File: src/hdl/tmo_pkg.sv
// Package for the odd-slot timer control block.
// Assumes a single 125 MHz clock domain.
package tmo_pkg;
  localparam int unsigned REG_W = 16;
  // Register index of the control register and the counter (byte address = 4 x index)
  localparam logic [3:0] CTRL_ADDR = 4'h0;
  localparam logic [3:0] COUNT_ADDR = 4'h4;
  // Field positions
  localparam int unsigned RUN_BIT = 15;
  localparam int unsigned IDLE_STOP_BIT = 13;
  localparam int unsigned GATE_BIT = 6;
  localparam int unsigned PRESCALE_HI = 5;
  localparam int unsigned PRESCALE_LO = 4;
  localparam int unsigned CLK_SRC_BIT = 1;
  // Implemented bits mask and reset value
  localparam logic [15:0] CTRL_MASK = 16'hA072;
  localparam logic [15:0] CTRL_RESET = 16'h0000;
  localparam logic [15:0] COUNT_RESET = 16'h0000;
  // Prescale division counts
  localparam logic [7:0] DIV_1 = 8'h00;
  localparam logic [7:0] DIV_8 = 8'h07;
  localparam logic [7:0] DIV_64 = 8'h3F;
  localparam logic [7:0] DIV_256 = 8'hFF;
  // Internal clock is half the oscillator: one tick every two cycles
  localparam logic [0:0] HALF_DIV_RESET = 1'b0;
endpackage

File: src/hdl/tmo_tick_if.sv
// Interface carrying timer ticks between the prescaler and the main block.
// Assumes the single device clock.
`timescale 1ns/1ps
`default_nettype none
interface tmo_tick_if;
  logic raw_tick;
  logic clear;
  logic [1:0] sel;
  logic out_tick;
  modport ctl (output raw_tick, output clear, output sel, input out_tick);
  modport pre (input raw_tick, input clear, input sel, output out_tick);
endinterface
`default_nettype wire

File: src/hdl/tmo_prescaler.sv
// Input clock prescaler: divides input ticks by 1, 8, 64 or 256.
// Assumes ticks are one-cycle pulses on the device clock.
`timescale 1ns/1ps
`default_nettype none
module tmo_prescaler (
  // Clock and reset
  input wire logic ref_clk_i,
  input wire logic rst_n_i,
  // Tick link
  tmo_tick_if.pre tk
);
  logic [7:0] count;
  logic [7:0] limit;

  always_comb begin
    case (tk.sel)
      2'b11: limit = tmo_pkg::DIV_256; // RULE4
      2'b10: limit = tmo_pkg::DIV_64;
      2'b01: limit = tmo_pkg::DIV_8;
      default: limit = tmo_pkg::DIV_1; // RULE9
    endcase
  end

  always_ff @(posedge ref_clk_i or negedge rst_n_i) begin
    if (!rst_n_i) begin
      count <= 8'h00;
    end else if (tk.clear) begin
      count <= 8'h00; // RULE7
    end else if (tk.raw_tick) begin
      count <= (count >= limit) ? 8'h00 : count + 8'h01;
    end
  end

  assign tk.out_tick = tk.raw_tick && !tk.clear && (count >= limit);

  a_prescale_clear: assert property (@(posedge ref_clk_i) disable iff (!rst_n_i)
    tk.clear |=> count == 8'h00) else $error("Prescale count not cleared"); // RULE7
endmodule
`default_nettype wire

File: src/hdl/tmo_timer_ctrl.sv
// Odd-slot 16-bit timer with its control register and counter.
// Assumes a plain register port and an asynchronous external count pin.
//
// Behaviour
// RULE1: The run bit starts the counter when 1 and halts it when 0.
// RULE2: With idle-stop set the timer is suspended while the device idles.
// RULE3: Gated accumulation works with the internal clock only and is ignored otherwise.
// RULE4: Prescale codes 11, 10 and 01 divide the input clock by 256, 64 and 8.
// RULE5: Clock source 1 counts rising edges of the external pin, 0 uses the half-rate clock.
// RULE6: With 32-bit pairing enabled this register has no effect on the timer.
// RULE7: A write to the control register while running resets the prescale counter.
// RULE8: Unimplemented control bits ignore writes and read as zero.
// RULE9: Prescale code 00 divides by one and implemented bits reset to zero.
// RULE10: The counter increments once per prescaled tick while running and gated.
`timescale 1ns/1ps
`default_nettype none
module tmo_timer_ctrl (
  // Clock and reset
  input wire logic ref_clk_i,
  input wire logic rst_n_i,
  // Register port
  input wire logic [3:0] addr_i,
  input wire logic [15:0] wdata_i,
  input wire logic wr_i,
  input wire logic rd_i,
  output logic [15:0] rdata_o,
  // Device state
  input wire logic device_idle_i,
  input wire logic pair_32bit_i,
  // Pins
  input wire logic external_count_clock_i,
  input wire logic gate_i,
  // Status
  output logic [15:0] count_o,
  output logic running_o
);
  logic [15:0] odd_timer_control;
  logic [15:0] count;
  logic [2:0] ext_sync;
  logic [2:0] gate_sync;
  logic ext_level;
  logic gate_level;
  logic half_div;
  logic ext_rise;
  logic int_tick;
  logic active;
  logic ctrl_wr;
  logic timer_run;
  logic idle_stop;
  logic gated_accumulate;
  logic clock_source_select;
  logic [1:0] prescale_select;

  tmo_tick_if tk ();

  tmo_prescaler u_pre (
    .ref_clk_i(ref_clk_i),
    .rst_n_i(rst_n_i),
    .tk(tk)
  );

  assign timer_run = odd_timer_control[tmo_pkg::RUN_BIT];
  assign idle_stop = odd_timer_control[tmo_pkg::IDLE_STOP_BIT];
  assign gated_accumulate = odd_timer_control[tmo_pkg::GATE_BIT];
  assign clock_source_select = odd_timer_control[tmo_pkg::CLK_SRC_BIT];
  assign prescale_select = odd_timer_control[tmo_pkg::PRESCALE_HI:tmo_pkg::PRESCALE_LO];
  assign ctrl_wr = wr_i && (addr_i == tmo_pkg::CTRL_ADDR);

  // Control register
  always_ff @(posedge ref_clk_i or negedge rst_n_i) begin
    if (!rst_n_i) begin
      odd_timer_control <= tmo_pkg::CTRL_RESET; // RULE9
    end else if (ctrl_wr) begin
      odd_timer_control <= wdata_i & tmo_pkg::CTRL_MASK; // RULE8
    end
  end

  // Pin synchronisers, three stages each
  always_ff @(posedge ref_clk_i or negedge rst_n_i) begin
    if (!rst_n_i) begin
      ext_sync <= 3'b000;
      gate_sync <= 3'b000;
      ext_level <= 1'b0;
      gate_level <= 1'b0;
    end else begin
      ext_sync <= {ext_sync[1:0], external_count_clock_i};
      gate_sync <= {gate_sync[1:0], gate_i};
      if (ext_sync[1] == ext_sync[2]) begin
        ext_level <= ext_sync[2];
      end
      if (gate_sync[1] == gate_sync[2]) begin
        gate_level <= gate_sync[2];
      end
    end
  end

  // Edge detect on the filtered external level
  logic ext_prev;
  always_ff @(posedge ref_clk_i or negedge rst_n_i) begin
    if (!rst_n_i) begin
      ext_prev <= 1'b0;
    end else begin
      ext_prev <= ext_level;
    end
  end
  assign ext_rise = ext_level && !ext_prev; // RULE5

  // Half-rate internal clock enable
  always_ff @(posedge ref_clk_i or negedge rst_n_i) begin
    if (!rst_n_i) begin
      half_div <= tmo_pkg::HALF_DIV_RESET;
    end else begin
      half_div <= ~half_div;
    end
  end
  assign int_tick = half_div; // RULE5

  // Run qualification
  always_comb begin
    active = timer_run && !(idle_stop && device_idle_i); // RULE1 RULE2
    if (pair_32bit_i) begin
      active = 1'b0; // RULE6
    end
    if (!clock_source_select && gated_accumulate && !gate_level) begin
      active = 1'b0; // RULE3
    end
  end

  assign tk.sel = prescale_select;
  assign tk.raw_tick = active && (clock_source_select ? ext_rise : int_tick);
  assign tk.clear = ctrl_wr && timer_run; // RULE7

  // Counter
  always_ff @(posedge ref_clk_i or negedge rst_n_i) begin
    if (!rst_n_i) begin
      count <= tmo_pkg::COUNT_RESET;
    end else if (wr_i && addr_i == tmo_pkg::COUNT_ADDR) begin
      count <= wdata_i;
    end else if (tk.out_tick) begin
      count <= count + 16'h0001; // RULE10
    end
  end

  // Read port, data one cycle later
  always_ff @(posedge ref_clk_i or negedge rst_n_i) begin
    if (!rst_n_i) begin
      rdata_o <= 16'h0000;
    end else if (rd_i) begin
      case (addr_i)
        tmo_pkg::CTRL_ADDR: rdata_o <= odd_timer_control & tmo_pkg::CTRL_MASK; // RULE8
        tmo_pkg::COUNT_ADDR: rdata_o <= count;
        default: rdata_o <= 16'h0000;
      endcase
    end else begin
      rdata_o <= 16'h0000;
    end
  end

  assign count_o = count;
  assign running_o = active;

  a_run_stops_count: assert property (@(posedge ref_clk_i) disable iff (!rst_n_i)
    (!timer_run && !wr_i) |=> $stable(count)) else $error("Count moved while stopped"); // RULE1
  a_idle_suspends: assert property (@(posedge ref_clk_i) disable iff (!rst_n_i)
    (idle_stop && device_idle_i && !wr_i) |=> $stable(count)) else $error("Count moved in idle"); // RULE2
  a_gate_blocks: assert property (@(posedge ref_clk_i) disable iff (!rst_n_i)
    (!clock_source_select && gated_accumulate && !gate_level) |-> !tk.raw_tick)
    else $error("Gate ignored"); // RULE3
  a_pair_disables: assert property (@(posedge ref_clk_i) disable iff (!rst_n_i)
    pair_32bit_i |-> !tk.raw_tick) else $error("Pairing ignored"); // RULE6
  a_unimpl_zero: assert property (@(posedge ref_clk_i) disable iff (!rst_n_i)
    (odd_timer_control & ~tmo_pkg::CTRL_MASK) == 16'h0000) else $error("Reserved bit set"); // RULE8
  a_div1_passes: assert property (@(posedge ref_clk_i) disable iff (!rst_n_i)
    (prescale_select == 2'b00 && tk.raw_tick && !tk.clear) |-> tk.out_tick)
    else $error("Divide by one lost tick"); // RULE9
  a_tick_counts: assert property (@(posedge ref_clk_i) disable iff (!rst_n_i)
    (tk.out_tick && !wr_i) |=> count == $past(count) + 16'h0001)
    else $error("Tick not counted"); // RULE10
  a_internal_half: assert property (@(posedge ref_clk_i) disable iff (!rst_n_i)
    (!clock_source_select && tk.raw_tick) |=> !tk.raw_tick) else $error("Internal rate too high"); // RULE5
  a_div8_spacing: assert property (@(posedge ref_clk_i) disable iff (!rst_n_i)
    (prescale_select == 2'b01 && !clock_source_select && tk.out_tick && !wr_i)
    |=> !tk.out_tick [*8]) else $error("Divide by eight too fast"); // RULE4
endmodule
`default_nettype wire

File: config.mk
export PLATFORM = sky130hd
export DESIGN_NAME = tmo_timer_ctrl
export DESIGN_NICKNAME = d
export VERILOG_FILES = /design/src/hdl/tmo_pkg.sv /design/src/hdl/tmo_tick_if.sv /design/src/hdl/tmo_prescaler.sv /design/src/hdl/tmo_timer_ctrl.sv
export SDC_FILE = /design/constraint.sdc
export NUM_CORES = 1
export LEC_CHECK = 0
export BUFFER_PORTS_ARGS = -buffer_cell sky130_fd_sc_hd__buf_4
export CAP_MARGIN = 10
export CORE_ASPECT_RATIO = 1.1
export CORE_MARGIN = 2
export CORE_UTILIZATION = 35
export DETAILED_ROUTE_END_ITERATION = 16
export PLACE_DENSITY = 0.62
export SYNTH_ARGS = -nofsm -noshare
export SYNTH_HDL_FRONTEND = slang
export SYNTH_SLANG_ARGS = --single-unit
File: constraint.sdc
create_clock -name ref_clk_i -period 4.9 [get_ports ref_clk_i]
set_clock_uncertainty 0.15 [all_clocks]
set_input_delay 0.245 -clock ref_clk_i [delete_from_list [all_inputs] [get_ports ref_clk_i]]
set_output_delay 0.245 -clock ref_clk_i [all_outputs]
set_load 0.1 [all_outputs]
==> summary.md, run 1 <==
| Metric | Value |
|---|---|
| Crit path required time | `5.01 ns` |
| Detailed Route WL | `5870 um` |
| Routed vias/inst | `4.86` |
| First-pass GRT wire length | `9820 um` |
| Yosys cell types | `38` |
| Tmin final | `2.78 ns` |
| Fillers | `731` |
| Final period util | `0.567` |
| Final hold vios | `0` |
| Critical path, cell by cell | `or2_2 > inv_1 > ha_1 > nor2_1 > a221oi_2 > o311ai_2 > buf_4 > nand4_1 > nor3_1 > a211o_1` |
| Worst Tran Pin Value | `0.966 ns` |
| Max Cap Viol | `0` |
| Largest net degree at the start of global routing | `57` |
| Ratio of cells with drive above 1 in the final layout | `0.268` |
| Nets@finish | `348` |
| #FFs+latches synth | `56` |
| Gate power share | `0.388` |
| Crit path max fanout | `16` |
| Initial antenna violation count | `0` |
| Sw Pwr | `0.634 mW` |
| CTS tree | `done` |
| Die footprint | `0.00843 mm2` |
| Ys Warns | `0` |
| Synth Cell Area | `0.00270 mm2` |
| Vias in the first global route | `2054` |
| DR iter-0 viols | `59` |
| Unrepaired setup endpoints after global routing | `false` |
| Top cells by area, synth | `dfrtp_1 52%, xnor2_1 5.2%, a21oi_1 4.3%` |
| Die Y | `96.1 um` |
| DRC | `0` |
| Worst setup SP type | `register` |
| GR Overflow Total | `0` |
| Post-route setup TNS | `0 ns` |
| Critical Path AT | `2.88 ns` |
| Top Ports | `61` |
| Row count | `33` |
| Area delta synth->final | `25.2%` |
| CTS buffer count | `5` |
| Routability cong. | `0.783` |
| Synth Flop Type | `dfrtp_1` |
| CP endpoint kind | `register` |
| 1st-pass router iterations | `4` |
| Dpl hpwl | `4380 um` |
| Initial Util | `0.361` |
| Clock power share | `0.188` |
| Via count | `2033` |
| Synthesized area per cell | `10.8 um2` |
| Top-count cell post-synth | `dfrtp_1` |
| Overall power | `1.43 mW` |
| Int Pwr | `0.791 mW` |
| Ant. Diodes | `0` |
| Static leakage | `1.53 nW` |
| Minimum setup slack among reg-to-reg paths | `2.12 ns` |
| Final Max Tran Viols | `0` |
| Later-pin clock latency in the skew report | `0.31 ns` |
| H-Tree Depth | `2` |
| List of most frequent post-synthesis cells | `56 x dfrtp_1, 27 x nor2_1, 23 x a21oi_1, 16 x xnor2_1` |
| Routed wire per std cell | `14.0 um` |
| Cell family with most CP delay | `simple AND/OR/NAND/NOR gates` |
| Antenna viol nets, final | `0` |
| FMAX | `360 MHz` |
| Post-synthesis cell count | `249` |
| Worst-path clk slew | `0.10 ns` |
| HP Class | `in -> reg` |
| Asr flop ratio synth | `1.00` |
| Buf+Inv Stages, Crit Path | `2` |
| Share of the synthesized area in the top cell type | `0.519` |
| Final setup viols | `0` |
| R2r startpoint | `odd_timer_control[4]` |
| Syn Nets | `285` |
| Cell taking the most area after synthesis | `dfrtp_1` |
| Pwr/cell area | `422 mW/mm2` |
| IO Port Bufs | `60` |
| Outcome | `complete, no violations` |
| Sequential area share after synthesis | `0.519` |
| CTS max path bufs | `2` |
| Crit path depth | `10` |
| Final hold slack | `0.0125 ns` |
| Reg power frac | `0.425` |
| Critical Path Source | `odd_timer_control[4]` |
| Die X | `87.7 um` |
| All-Layer GR Usage | `0.150` |
| CP max stage cell | `nand4_1` |
| Maximum vdd ir drop | `0.000180 V` |
| CP Class | `reg -> reg` |
| Core Box Area | `0.00747 mm2` |
| Clock sinks | `56` |
| R2R Path End | `u_pre.count[6]` |
| Clock root cell | `clkbuf_8` |
| Sw frac | `0.445` |
| Post-synth EDFFs | `0` |
| End of the critical path | `u_pre.count[6]` |
| PostCTS Resize Cnt | `0` |
| Reg2Reg Depth | `10` |
| Worst rel slew slack | `0.355` |
| CP peak stage delay | `0.44 ns` |
-- cells by family (layout without fill, tap and decap cells) --
family	Yosys count	count (layout)	share of synthesized area
buffers and inverters	16	80	0.0260
and+or+nand+nor	89	89	0.168
muxes	12	12	0.0468
adders and majority gates	10	10	0.0445
xor gates and xnor gates	16	16	0.0519
AOI/OAI and AO/OA	50	50	0.143
DFF	56	56	0.519
-- flip-flops by register name, summed over array words and instances (netlist names) --
| register | flops |
|---|---|
| half_div | 1 |
| u_pre.count | 8 |
| ext_level | 1 |
| count_o | 16 |
| odd_timer_control | 6 |
| ext_prev | 1 |
| rdata_o | 16 |
| ext_sync | 3 |
| gate_level | 1 |
| gate_sync | 3 |
-- worst min-delay path, cell delays in order --
cell,delay (ns)
buf_4,0.09
nand2_1,0.04
o21ai_0,0.06
-- stage by stage --
step | worst slack (ns) | utilization | instances | area [um2]
global placement | 2.19 | 0.435 | 407 | 3250
floorplan | 1.90 | - | 249 | 2700
global route | 1.85 | 0.452 | 418 | 3380
finish | 2.12 | 0.452 | 418 | 3380
CTS | 2.11 | 0.452 | 418 | 3380
detailed placement | 2.13 | 0.435 | 407 | 3250
-- metal layers --
| layer | wire length, um | share of wire | global-route usage | vias to the layer above |
|---|---|---|---|---|
| met3 | 263 | 0.045 | 0.0283 | 7 |
| met4 | 58 | 0.0099 | 0.0346 | 0 |
| met1 | 2590 | 0.44 | 0.194 | 978 |
| met2 | 2960 | 0.50 | 0.259 | 47 |
| li1 | - | - | - | 1001 |
| met5 | 0 | 0 | 0 | - |
-- how the worst min path moves through the flow --
stage	from	to	slack (ns)	depth (start not counted)
after floorplan	rst_n_i	count_o[0]	-0.20	0
final	wdata_i[5]	odd_timer_control[5]	0.01	3
after global placement	rst_n_i	rdata_o[7]	0.19	1
after detailed placement	rst_n_i	rdata_o[8]	0.19	1
after global routing	wdata_i[1]	odd_timer_control[1]	0.02	2
after CTS	wdata_i[5]	odd_timer_control[5]	0.006	3
-- timing repair --
item                                   CTS  global route
endpoints found under the hold margin   58             0
setup buffers                            0             0
hold buffers                             3             0
setup endpoints to repair                0             0
-- power by group through the flow --
stage	registers (mW)	logic, mW	clock network, mW
CTS	0.607	0.557	0.279
finish	0.605	0.552	0.268
global placement	0.616	0.548	0
floorplan	0.854	0.171	0
global route	0.617	0.592	0.294
detailed placement	0.616	0.554	0
-- cell type report --
cell class,instances,area (um2),share of cell area
clock buffer,6,82.6,0.0245
clock inverter,2,13.8,0.00408
inverter,7,26.3,0.00778
multi-input combinational,177,1230,0.363
sequential,56,1400,0.415
tap,105,131,0.0389
timing repair buffer,65,495,0.147
-- cells in the final DEF (no fill, tap or decap), types with 2 or more instances in the layout --
master / Yosys / layout
a21oi_1: 23 / 23
and2_1: 11 / 11
a211o_1: 2 / 2
o21bai_1: 3 / 3
o21ai_0: 5 / 5
buf_4: 0 / 62
a21o_1: 3 / 3
nand2b_1: 2 / 2
and3_1: 5 / 5
a211oi_1: 5 / 5
ha_1: 8 / 8
dlygate4sd3_1: 0 / 3
mux2i_1: 7 / 7
nor3b_1: 4 / 4
maj3_1: 2 / 2
xnor2_1: 16 / 16
nor3_1: 5 / 5
nand3_1: 12 / 12
a2111oi_2: 2 / 2
dfrtp_1: 56 / 56
nand2_1: 12 / 12
nand4_1: 3 / 3
clkbuf_8: 0 / 6
a2111oi_4: 2 / 2
nor2_1: 27 / 27
mux2_2: 5 / 5
inv_1: 7 / 7
a2111oi_1: 3 / 3
Power figures use the tool's default switching activity.
==> inputs of run 2 (changes only) <==
--- a/config.mk
+++ b/config.mk
@@ -11,7 +11,7 @@
 export CORE_MARGIN = 2
 export CORE_UTILIZATION = 35
 export DETAILED_ROUTE_END_ITERATION = 16
-export PLACE_DENSITY = 0.62
+export PLACE_DENSITY = 0.64
 export SYNTH_ARGS = -nofsm -noshare
 export SYNTH_HDL_FRONTEND = slang
 export SYNTH_SLANG_ARGS = --single-unit
==> constraint.sdc (replaced) <==
create_clock -name ref_clk_i -period 2.5 [get_ports ref_clk_i]
set_clock_uncertainty 0.15 [all_clocks]
set_input_delay 0.125 -clock ref_clk_i [delete_from_list [all_inputs] [get_ports ref_clk_i]]
set_output_delay 0.125 -clock ref_clk_i [all_outputs]
set_load 0.1 [all_outputs]
==> summary.md, run 2 (synthesized netlist as in run 1, its figures left out) <==
| Metric | Value |
|---|---|
| Max Cap Viol | `0 (unchanged)` |
| Detailed Route WL | `6450 um (was 5870 um)` |
| Antenna viol nets, final | `0 (unchanged)` |
| Dpl hpwl | `4450 um (was 4380 um)` |
| IO Port Bufs | `60 (unchanged)` |
| Worst setup margin | `-0.00473 ns (was 2.12 ns)` |
| HP Class | `in -> reg (unchanged)` |
| Failing checks | `setup timing` |
| Routability cong. | `0.779 (was 0.783)` |
| Row count | `33 (unchanged)` |
| Die footprint | `0.00843 mm2 (unchanged)` |
| Cell family with most CP delay | `compound AO/OA/AOI/OAI gates (was simple AND/OR/NAND/NOR gates)` |
| Worst Tran Pin Value | `0.711 ns (was 0.966 ns)` |
| Most frequent cells in the layout | `76 x buf_4, 54 x dfrtp_1, 26 x nor2_1 (was 62 x buf_4, 56 x dfrtp_1, 27 x nor2_1)` |
| Final hold vios | `0 (unchanged)` |
| Final period util | `1.00 (was 0.567)` |
| Clock root cell | `clkbuf_8 (unchanged)` |
| Initial Util | `0.361 (unchanged)` |
| Commonest non-fill, non-tap cell in the layout | `buf_4 (unchanged)` |
| Worst-path clk slew | `0.11 ns (was 0.10 ns)` |
| Maximum vdd ir drop | `0.000292 V (was 0.000180 V)` |
| CP endpoint kind | `register (unchanged)` |
| Initial antenna violation count | `0 (unchanged)` |
| 1st-pass router iterations | `4 (unchanged)` |
| Critical path, cell by cell | `buf_4 > or3b_4 > a221oi_2 > buf_4 > o311ai_4 > buf_4 > a211oi_1 > xnor2_1 > a21oi_1 (was or2_2 > inv_1 > ha_1 > nor2_1 > a221oi_2 > o311ai_2 > buf_4 > nand4_1 > nor3_1 > a211o_1)` |
| Static leakage | `1.69 nW (was 1.53 nW)` |
| Top Ports | `61 (unchanged)` |
| Hold Crit Depth | `3 (unchanged)` |
| Outcome | `complete, but fails checks (was complete, no violations)` |
| Ant. Diodes | `0 (unchanged)` |
| Hold_sp | `addr_i[2] (was wdata_i[5])` |
| All-Layer GR Usage | `0.157 (was 0.150)` |
| Via count | `2191 (was 2033)` |
| Post-route setup TNS | `-0.00473 ns (was 0 ns)` |
| Routed wire per std cell | `14.3 um (was 14.0 um)` |
| CTS tree | `done (unchanged)` |
| Final setup viols | `1 (was 0)` |
| Critical Path AT | `2.55 ns (was 2.88 ns)` |
| CP max stage cell | `dfrtp_1 (was nand4_1)` |
| Die X | `87.7 um (unchanged)` |
| Worst setup SP type | `register (unchanged)` |
| H-Tree Depth | `2 (unchanged)` |
| Worst rel slew slack | `0.526 (was 0.355)` |
| Reg2Reg Depth | `9 (was 10)` |
| Largest net degree at the start of global routing | `57 (unchanged)` |
| Routed vias/inst | `4.86 (about the same)` |
| Ratio of cells with drive above 1 in the final layout | `0.361 (was 0.268)` |
| Nets@finish | `381 (was 348)` |
| First-pass GRT wire length | `10300 um (was 9820 um)` |
| CP Class | `reg -> reg (unchanged)` |
| Crit path max fanout | `5 (was 16)` |
| Die Y | `96.1 um (unchanged)` |
| CTS buffer count | `5 (unchanged)` |
| DR iter-0 viols | `71 (was 59)` |
| Area delta synth->final | `43.2% (was 25.2%)` |
| R2r startpoint | `odd_timer_control[4] (unchanged)` |
| Pwr/cell area | `791 mW/mm2 (was 422 mW/mm2)` |
| CP peak stage delay | `0.40 ns (was 0.44 ns)` |
| R2R Path End | `count_o[6] (was u_pre.count[6])` |
| Unrepaired setup endpoints after global routing | `true (was false)` |
| Tmin final | `2.50 ns (was 2.78 ns)` |
| Final Max Tran Viols | `0 (unchanged)` |
| GR Overflow Total | `0 (unchanged)` |
| Minimum setup slack among reg-to-reg paths | `-0.005 ns (was 2.12 ns)` |
| FMAX | `399 MHz (was 360 MHz)` |
| Hold EP | `rdata_o[1] (was odd_timer_control[5])` |
| CTS max path bufs | `2 (unchanged)` |
| Later-pin clock latency in the skew report | `0.31 ns (about the same)` |
| DRC | `0 (unchanged)` |
| Core Box Area | `0.00747 mm2 (unchanged)` |
| Buf+Inv Stages, Crit Path | `3 (was 2)` |
| Crit path required time | `2.55 ns (was 5.01 ns)` |
| Vias in the first global route | `2186 (was 2054)` |
| Clock sinks | `56 (unchanged)` |
| Overall power | `3.06 mW (was 1.43 mW)` |
| CP most frequent cell | `buf_4` |
## run 2: what timing repair did
action                                  4_1_cts  5_1_grt
endpoints found under the setup margin       20       24
hold buffers                                 19        0
pin swaps                                     8       13
gates cloned                                  1        0
setup buffers                                 2        1
gates resized for setup                      14       19
hold endpoints to repair                     80        0
## run 2: layout make-up
type                            instances  area, um2
Inverter                                7       26.3
Clock inverter                          2       38.8
Clock buffer                            6       72.6
Sequential cell                        56       1400
Tap cell                              105        131
Fill cell                             686       3610
Multi-Input combinational cell        178       1410
Timing Repair Buffer                   97        783
## run 2: report_power, final
group	total [mW]	switching (mW)	internal, mW
Combinational	1.25	0.859	0.396
Clock	0.614	0.310	0.303
Sequential	1.19	0.159	1.03
## run 2: layer usage
layer / vias up / wire length (um) / GRT usage
met5: - / 0 / 0
met4: 0 / 83 / 0.0449
met3: 6 / 248 / 0.0334
met2: 49 / 3340 / 0.279
met1: 1062 / 2770 / 0.190
li1: 1074 / - / -
## run 2: metrics by stage
stage	hold slack, ns	instance area, um2	setup slack, ns	cells	util
floorplan	-0.321	2720	0.0203	249	-
global placement	0.0701	3370	-0.0270	420	0.450
detailed placement	0.0767	3370	-0.118	420	0.450
CTS	0.0253	3760	0.0195	450	0.503
global route	0.0402	3860	-0.118	451	0.517
finish	0.0244	3860	-0.00473	451	0.517
## run 2: how the worst max path moves through the flow
stage                                    start           to  slack (ns)  depth (start not counted)
after floorplan           odd_timer_control[4]  count_o[11]        0.02                         10
after global placement    odd_timer_control[4]  count_o[11]       -0.03                         10
after detailed placement  odd_timer_control[4]   count_o[9]       -0.12                          9
after CTS                 odd_timer_control[4]  count_o[11]        0.02                          9
after global routing      odd_timer_control[5]  count_o[10]       -0.12                         10
final                     odd_timer_control[4]   count_o[6]      -0.005                          9
## run 2: worst register-to-register path: cells and delay by family, from the launching register on
kind                      cells  cell delay, ns
AOI/OAI and AO/OA             4            0.79
buffers and inverters         3            0.51
and+or+nand+nor               1            0.39
xor gates and xnor gates      1            0.16
DFF                           1            0.40
==> inputs of run 3 (changes only) <==
--- a/config.mk
+++ b/config.mk
@@ -12,6 +12,7 @@
 export CORE_UTILIZATION = 35
 export DETAILED_ROUTE_END_ITERATION = 16
 export PLACE_DENSITY = 0.64
+export REMOVE_ABC_BUFFERS = 1
 export SYNTH_ARGS = -nofsm -noshare
 export SYNTH_HDL_FRONTEND = slang
 export SYNTH_SLANG_ARGS = --single-unit
==> summary.md, run 3 (synthesized netlist as in run 1, its figures left out) <==
| Metric | Value |
|---|---|
| Final hold vios | `0 (unchanged)` |
| Largest net degree at the start of global routing | `57 (unchanged)` |
| Crit path required time | `2.54 ns (was 2.55 ns)` |
| GR Overflow Total | `0 (unchanged)` |
| Worst rel slew slack | `0.523 (was 0.526)` |
| Top Ports | `61 (unchanged)` |
| Commonest non-fill, non-tap cell in the layout | `buf_4 (unchanged)` |
| Fillers | `665 (was 686)` |
| Worst-path clk slew | `0.10 ns (was 0.11 ns)` |
| Worst setup margin | `-0.00799 ns (was -0.00473 ns)` |
| 1st-pass router iterations | `4 (unchanged)` |
| Pwr/cell area | `765 mW/mm2 (was 791 mW/mm2)` |
| Final setup viols | `2 (was 1)` |
| Final Max Tran Viols | `0 (unchanged)` |
| CP most frequent cell | `buf_12 (was buf_4)` |
| Tmin final | `2.51 ns (was 2.50 ns)` |
| Die Y | `96.1 um (unchanged)` |
| Outcome | `complete, but fails checks (unchanged)` |
| Failing checks | `setup timing (unchanged)` |
| Most frequent cells in the layout | `74 x buf_4, 56 x dfrtp_1, 26 x nor2_1 (was 76 x buf_4, 54 x dfrtp_1, 26 x nor2_1)` |
| Routability cong. | `0.787 (was 0.779)` |
| Clock root cell | `clkbuf_8 (unchanged)` |
| Clock sinks | `56 (unchanged)` |
| Core Box Area | `0.00747 mm2 (unchanged)` |
| DR iter-0 viols | `90 (was 71)` |
| Die footprint | `0.00843 mm2 (unchanged)` |
| Static leakage | `1.72 nW (was 1.69 nW)` |
| Post-route setup TNS | `-0.0155 ns (was -0.00473 ns)` |
| CP Class | `reg -> reg (unchanged)` |
| CTS tree | `done (unchanged)` |
| Cell family with most CP delay | `compound AO/OA/AOI/OAI gates (unchanged)` |
| Nets@finish | `381 (unchanged)` |
| Routed vias/inst | `4.87 (was 4.86)` |
| Buf+Inv Stages, Crit Path | `3 (unchanged)` |
| Sw frac | `0.445 (was 0.435)` |
| Crit path max fanout | `7 (was 5)` |
| Detailed Route WL | `6580 um (was 6450 um)` |
| Ratio of cells with drive above 1 in the final layout | `0.350 (was 0.361)` |
| Minimum setup slack among reg-to-reg paths | `-0.008 ns (was -0.005 ns)` |
| CP max stage cell | `or3b_4 (was dfrtp_1)` |
| Via count | `2197 (was 2191)` |
| Worst Tran Pin Value | `0.715 ns (was 0.711 ns)` |
| Later-pin clock latency in the skew report | `0.31 ns (about the same)` |
| Unrepaired setup endpoints after global routing | `true (unchanged)` |
| Critical path, cell by cell | `buf_4 > or3b_4 > a221oi_4 > o311ai_4 > buf_12 > buf_12 > a2111oi_4 > xnor2_1 > a21oi_1 (was buf_4 > or3b_4 > a221oi_2 > buf_4 > o311ai_4 > buf_4 > a211oi_1 > xnor2_1 > a21oi_1)` |
| All-Layer GR Usage | `0.164 (was 0.157)` |
| Initial Util | `0.361 (unchanged)` |
| Maximum vdd ir drop | `0.000335 V (was 0.000292 V)` |
| Clock power share | `0.174 (was 0.201)` |
| Gate power share | `0.431 (was 0.411)` |
| IO Port Bufs | `60 (unchanged)` |
| Ant. Diodes | `0 (unchanged)` |
| Antenna viol nets, final | `0 (unchanged)` |
| Area delta synth->final | `46.0% (was 43.2%)` |
| Worst setup SP type | `register (unchanged)` |
| Routed wire per std cell | `14.6 um (was 14.3 um)` |
| Final period util | `1.00 (about the same)` |
| Dpl hpwl | `4430 um (was 4450 um)` |
| Die X | `87.7 um (unchanged)` |
| Row count | `33 (unchanged)` |
| Max Cap Viol | `0 (unchanged)` |
| HP Class | `in -> reg (unchanged)` |
| First-pass GRT wire length | `10700 um (was 10300 um)` |
| DRC | `0 (unchanged)` |
| Int Pwr | `1.67 mW (was 1.73 mW)` |
| Reg power frac | `0.395 (was 0.389)` |
| FMAX | `399 MHz (about the same)` |
| Critical Path AT | `2.55 ns (about the same)` |
| Sw Pwr | `1.34 mW (was 1.33 mW)` |
| Vias in the first global route | `2220 (was 2186)` |
| CP endpoint kind | `register (unchanged)` |
| CTS max path bufs | `2 (unchanged)` |
| Initial antenna violation count | `0 (unchanged)` |
| Overall power | `3.01 mW (was 3.06 mW)` |
| CP peak stage delay | `0.41 ns (was 0.40 ns)` |
| CTS buffer count | `5 (unchanged)` |
| H-Tree Depth | `2 (unchanged)` |
run 3: layer usage:
metal | track usage | up-vias | share of wire
li1 | - | 1070 | -
met1 | 0.216 | 1080 | 0.45
met2 | 0.282 | 45 | 0.51
met3 | 0.0249 | 2 | 0.029
met4 | 0.0397 | 0 | 0.0044
met5 | 0 | - | 0
run 3: final cells by class:
cell class	instances	area [um2]	area share
clock buffers	6	82.6	0.0210
repair buffers	98	841	0.214
well taps	105	131	0.0334
flip-flops and latches	56	1400	0.356
inverters	7	26.3	0.00667
clock inverters	2	13.8	0.00350
multi-input cells	177	1440	0.366
run 3: final timing paths:
path / startpoint / end / cells past startpoint
setup / recovery: odd_timer_control[5] / count_o[7] / 9
hold / removal: addr_i[2] / rdata_o[6] / 3
setup reg to reg: odd_timer_control[5] / count_o[7] / 9
hold reg to reg: gate_sync[0] / gate_sync[1] / 0
max in group asynchronous: rst_n_i / count_o[3] / 2
min in group asynchronous: rst_n_i / u_pre.count[4] / 2
run 3: what timing repair did:
action,4_1_cts,5_1_grt
cloned,2,0
hold buffers,19,0
pin swaps,19,12
setup buffers,1,1
gates resized for setup,29,10
endpoints found under the setup margin,10,21
hold endpoints to repair,80,0
run 3: power by group through the flow:
stage	sequential, mW	clock, mW	combinational, mW
finish	1.19	0.525	1.30
global route	1.21	0.587	1.38
CTS	1.18	0.550	1.27
detailed placement	1.20	0	1.15
global placement	1.19	0	1.13
floorplan	1.67	0	0.326
run 3: metrics by stage:
step / hold slack (ns) / instance area (um2) / utilization / worst slack (ns) / cells
detailed placement: 0.0803 / 3360 / 0.450 / -0.157 / 420
global route: 0.0445 / 3940 / 0.527 / -0.0741 / 451
global placement: 0.0719 / 3360 / 0.450 / -0.0213 / 420
finish: 0.0358 / 3940 / 0.527 / -0.00799 / 451
CTS: 0.0282 / 3860 / 0.516 / -0.0107 / 450
floorplan: -0.321 / 2650 / - / -0.540 / 240
run 3: worst reg2reg max path: stages (launching register included):
cell and delay (ns):
dfrtp_1 0.39, buf_4 0.15, or3b_4 0.41, a221oi_4 0.29
o311ai_4 0.16, buf_12 0.15, buf_12 0.14, a2111oi_4 0.31
xnor2_1 0.17, a21oi_1 0.09
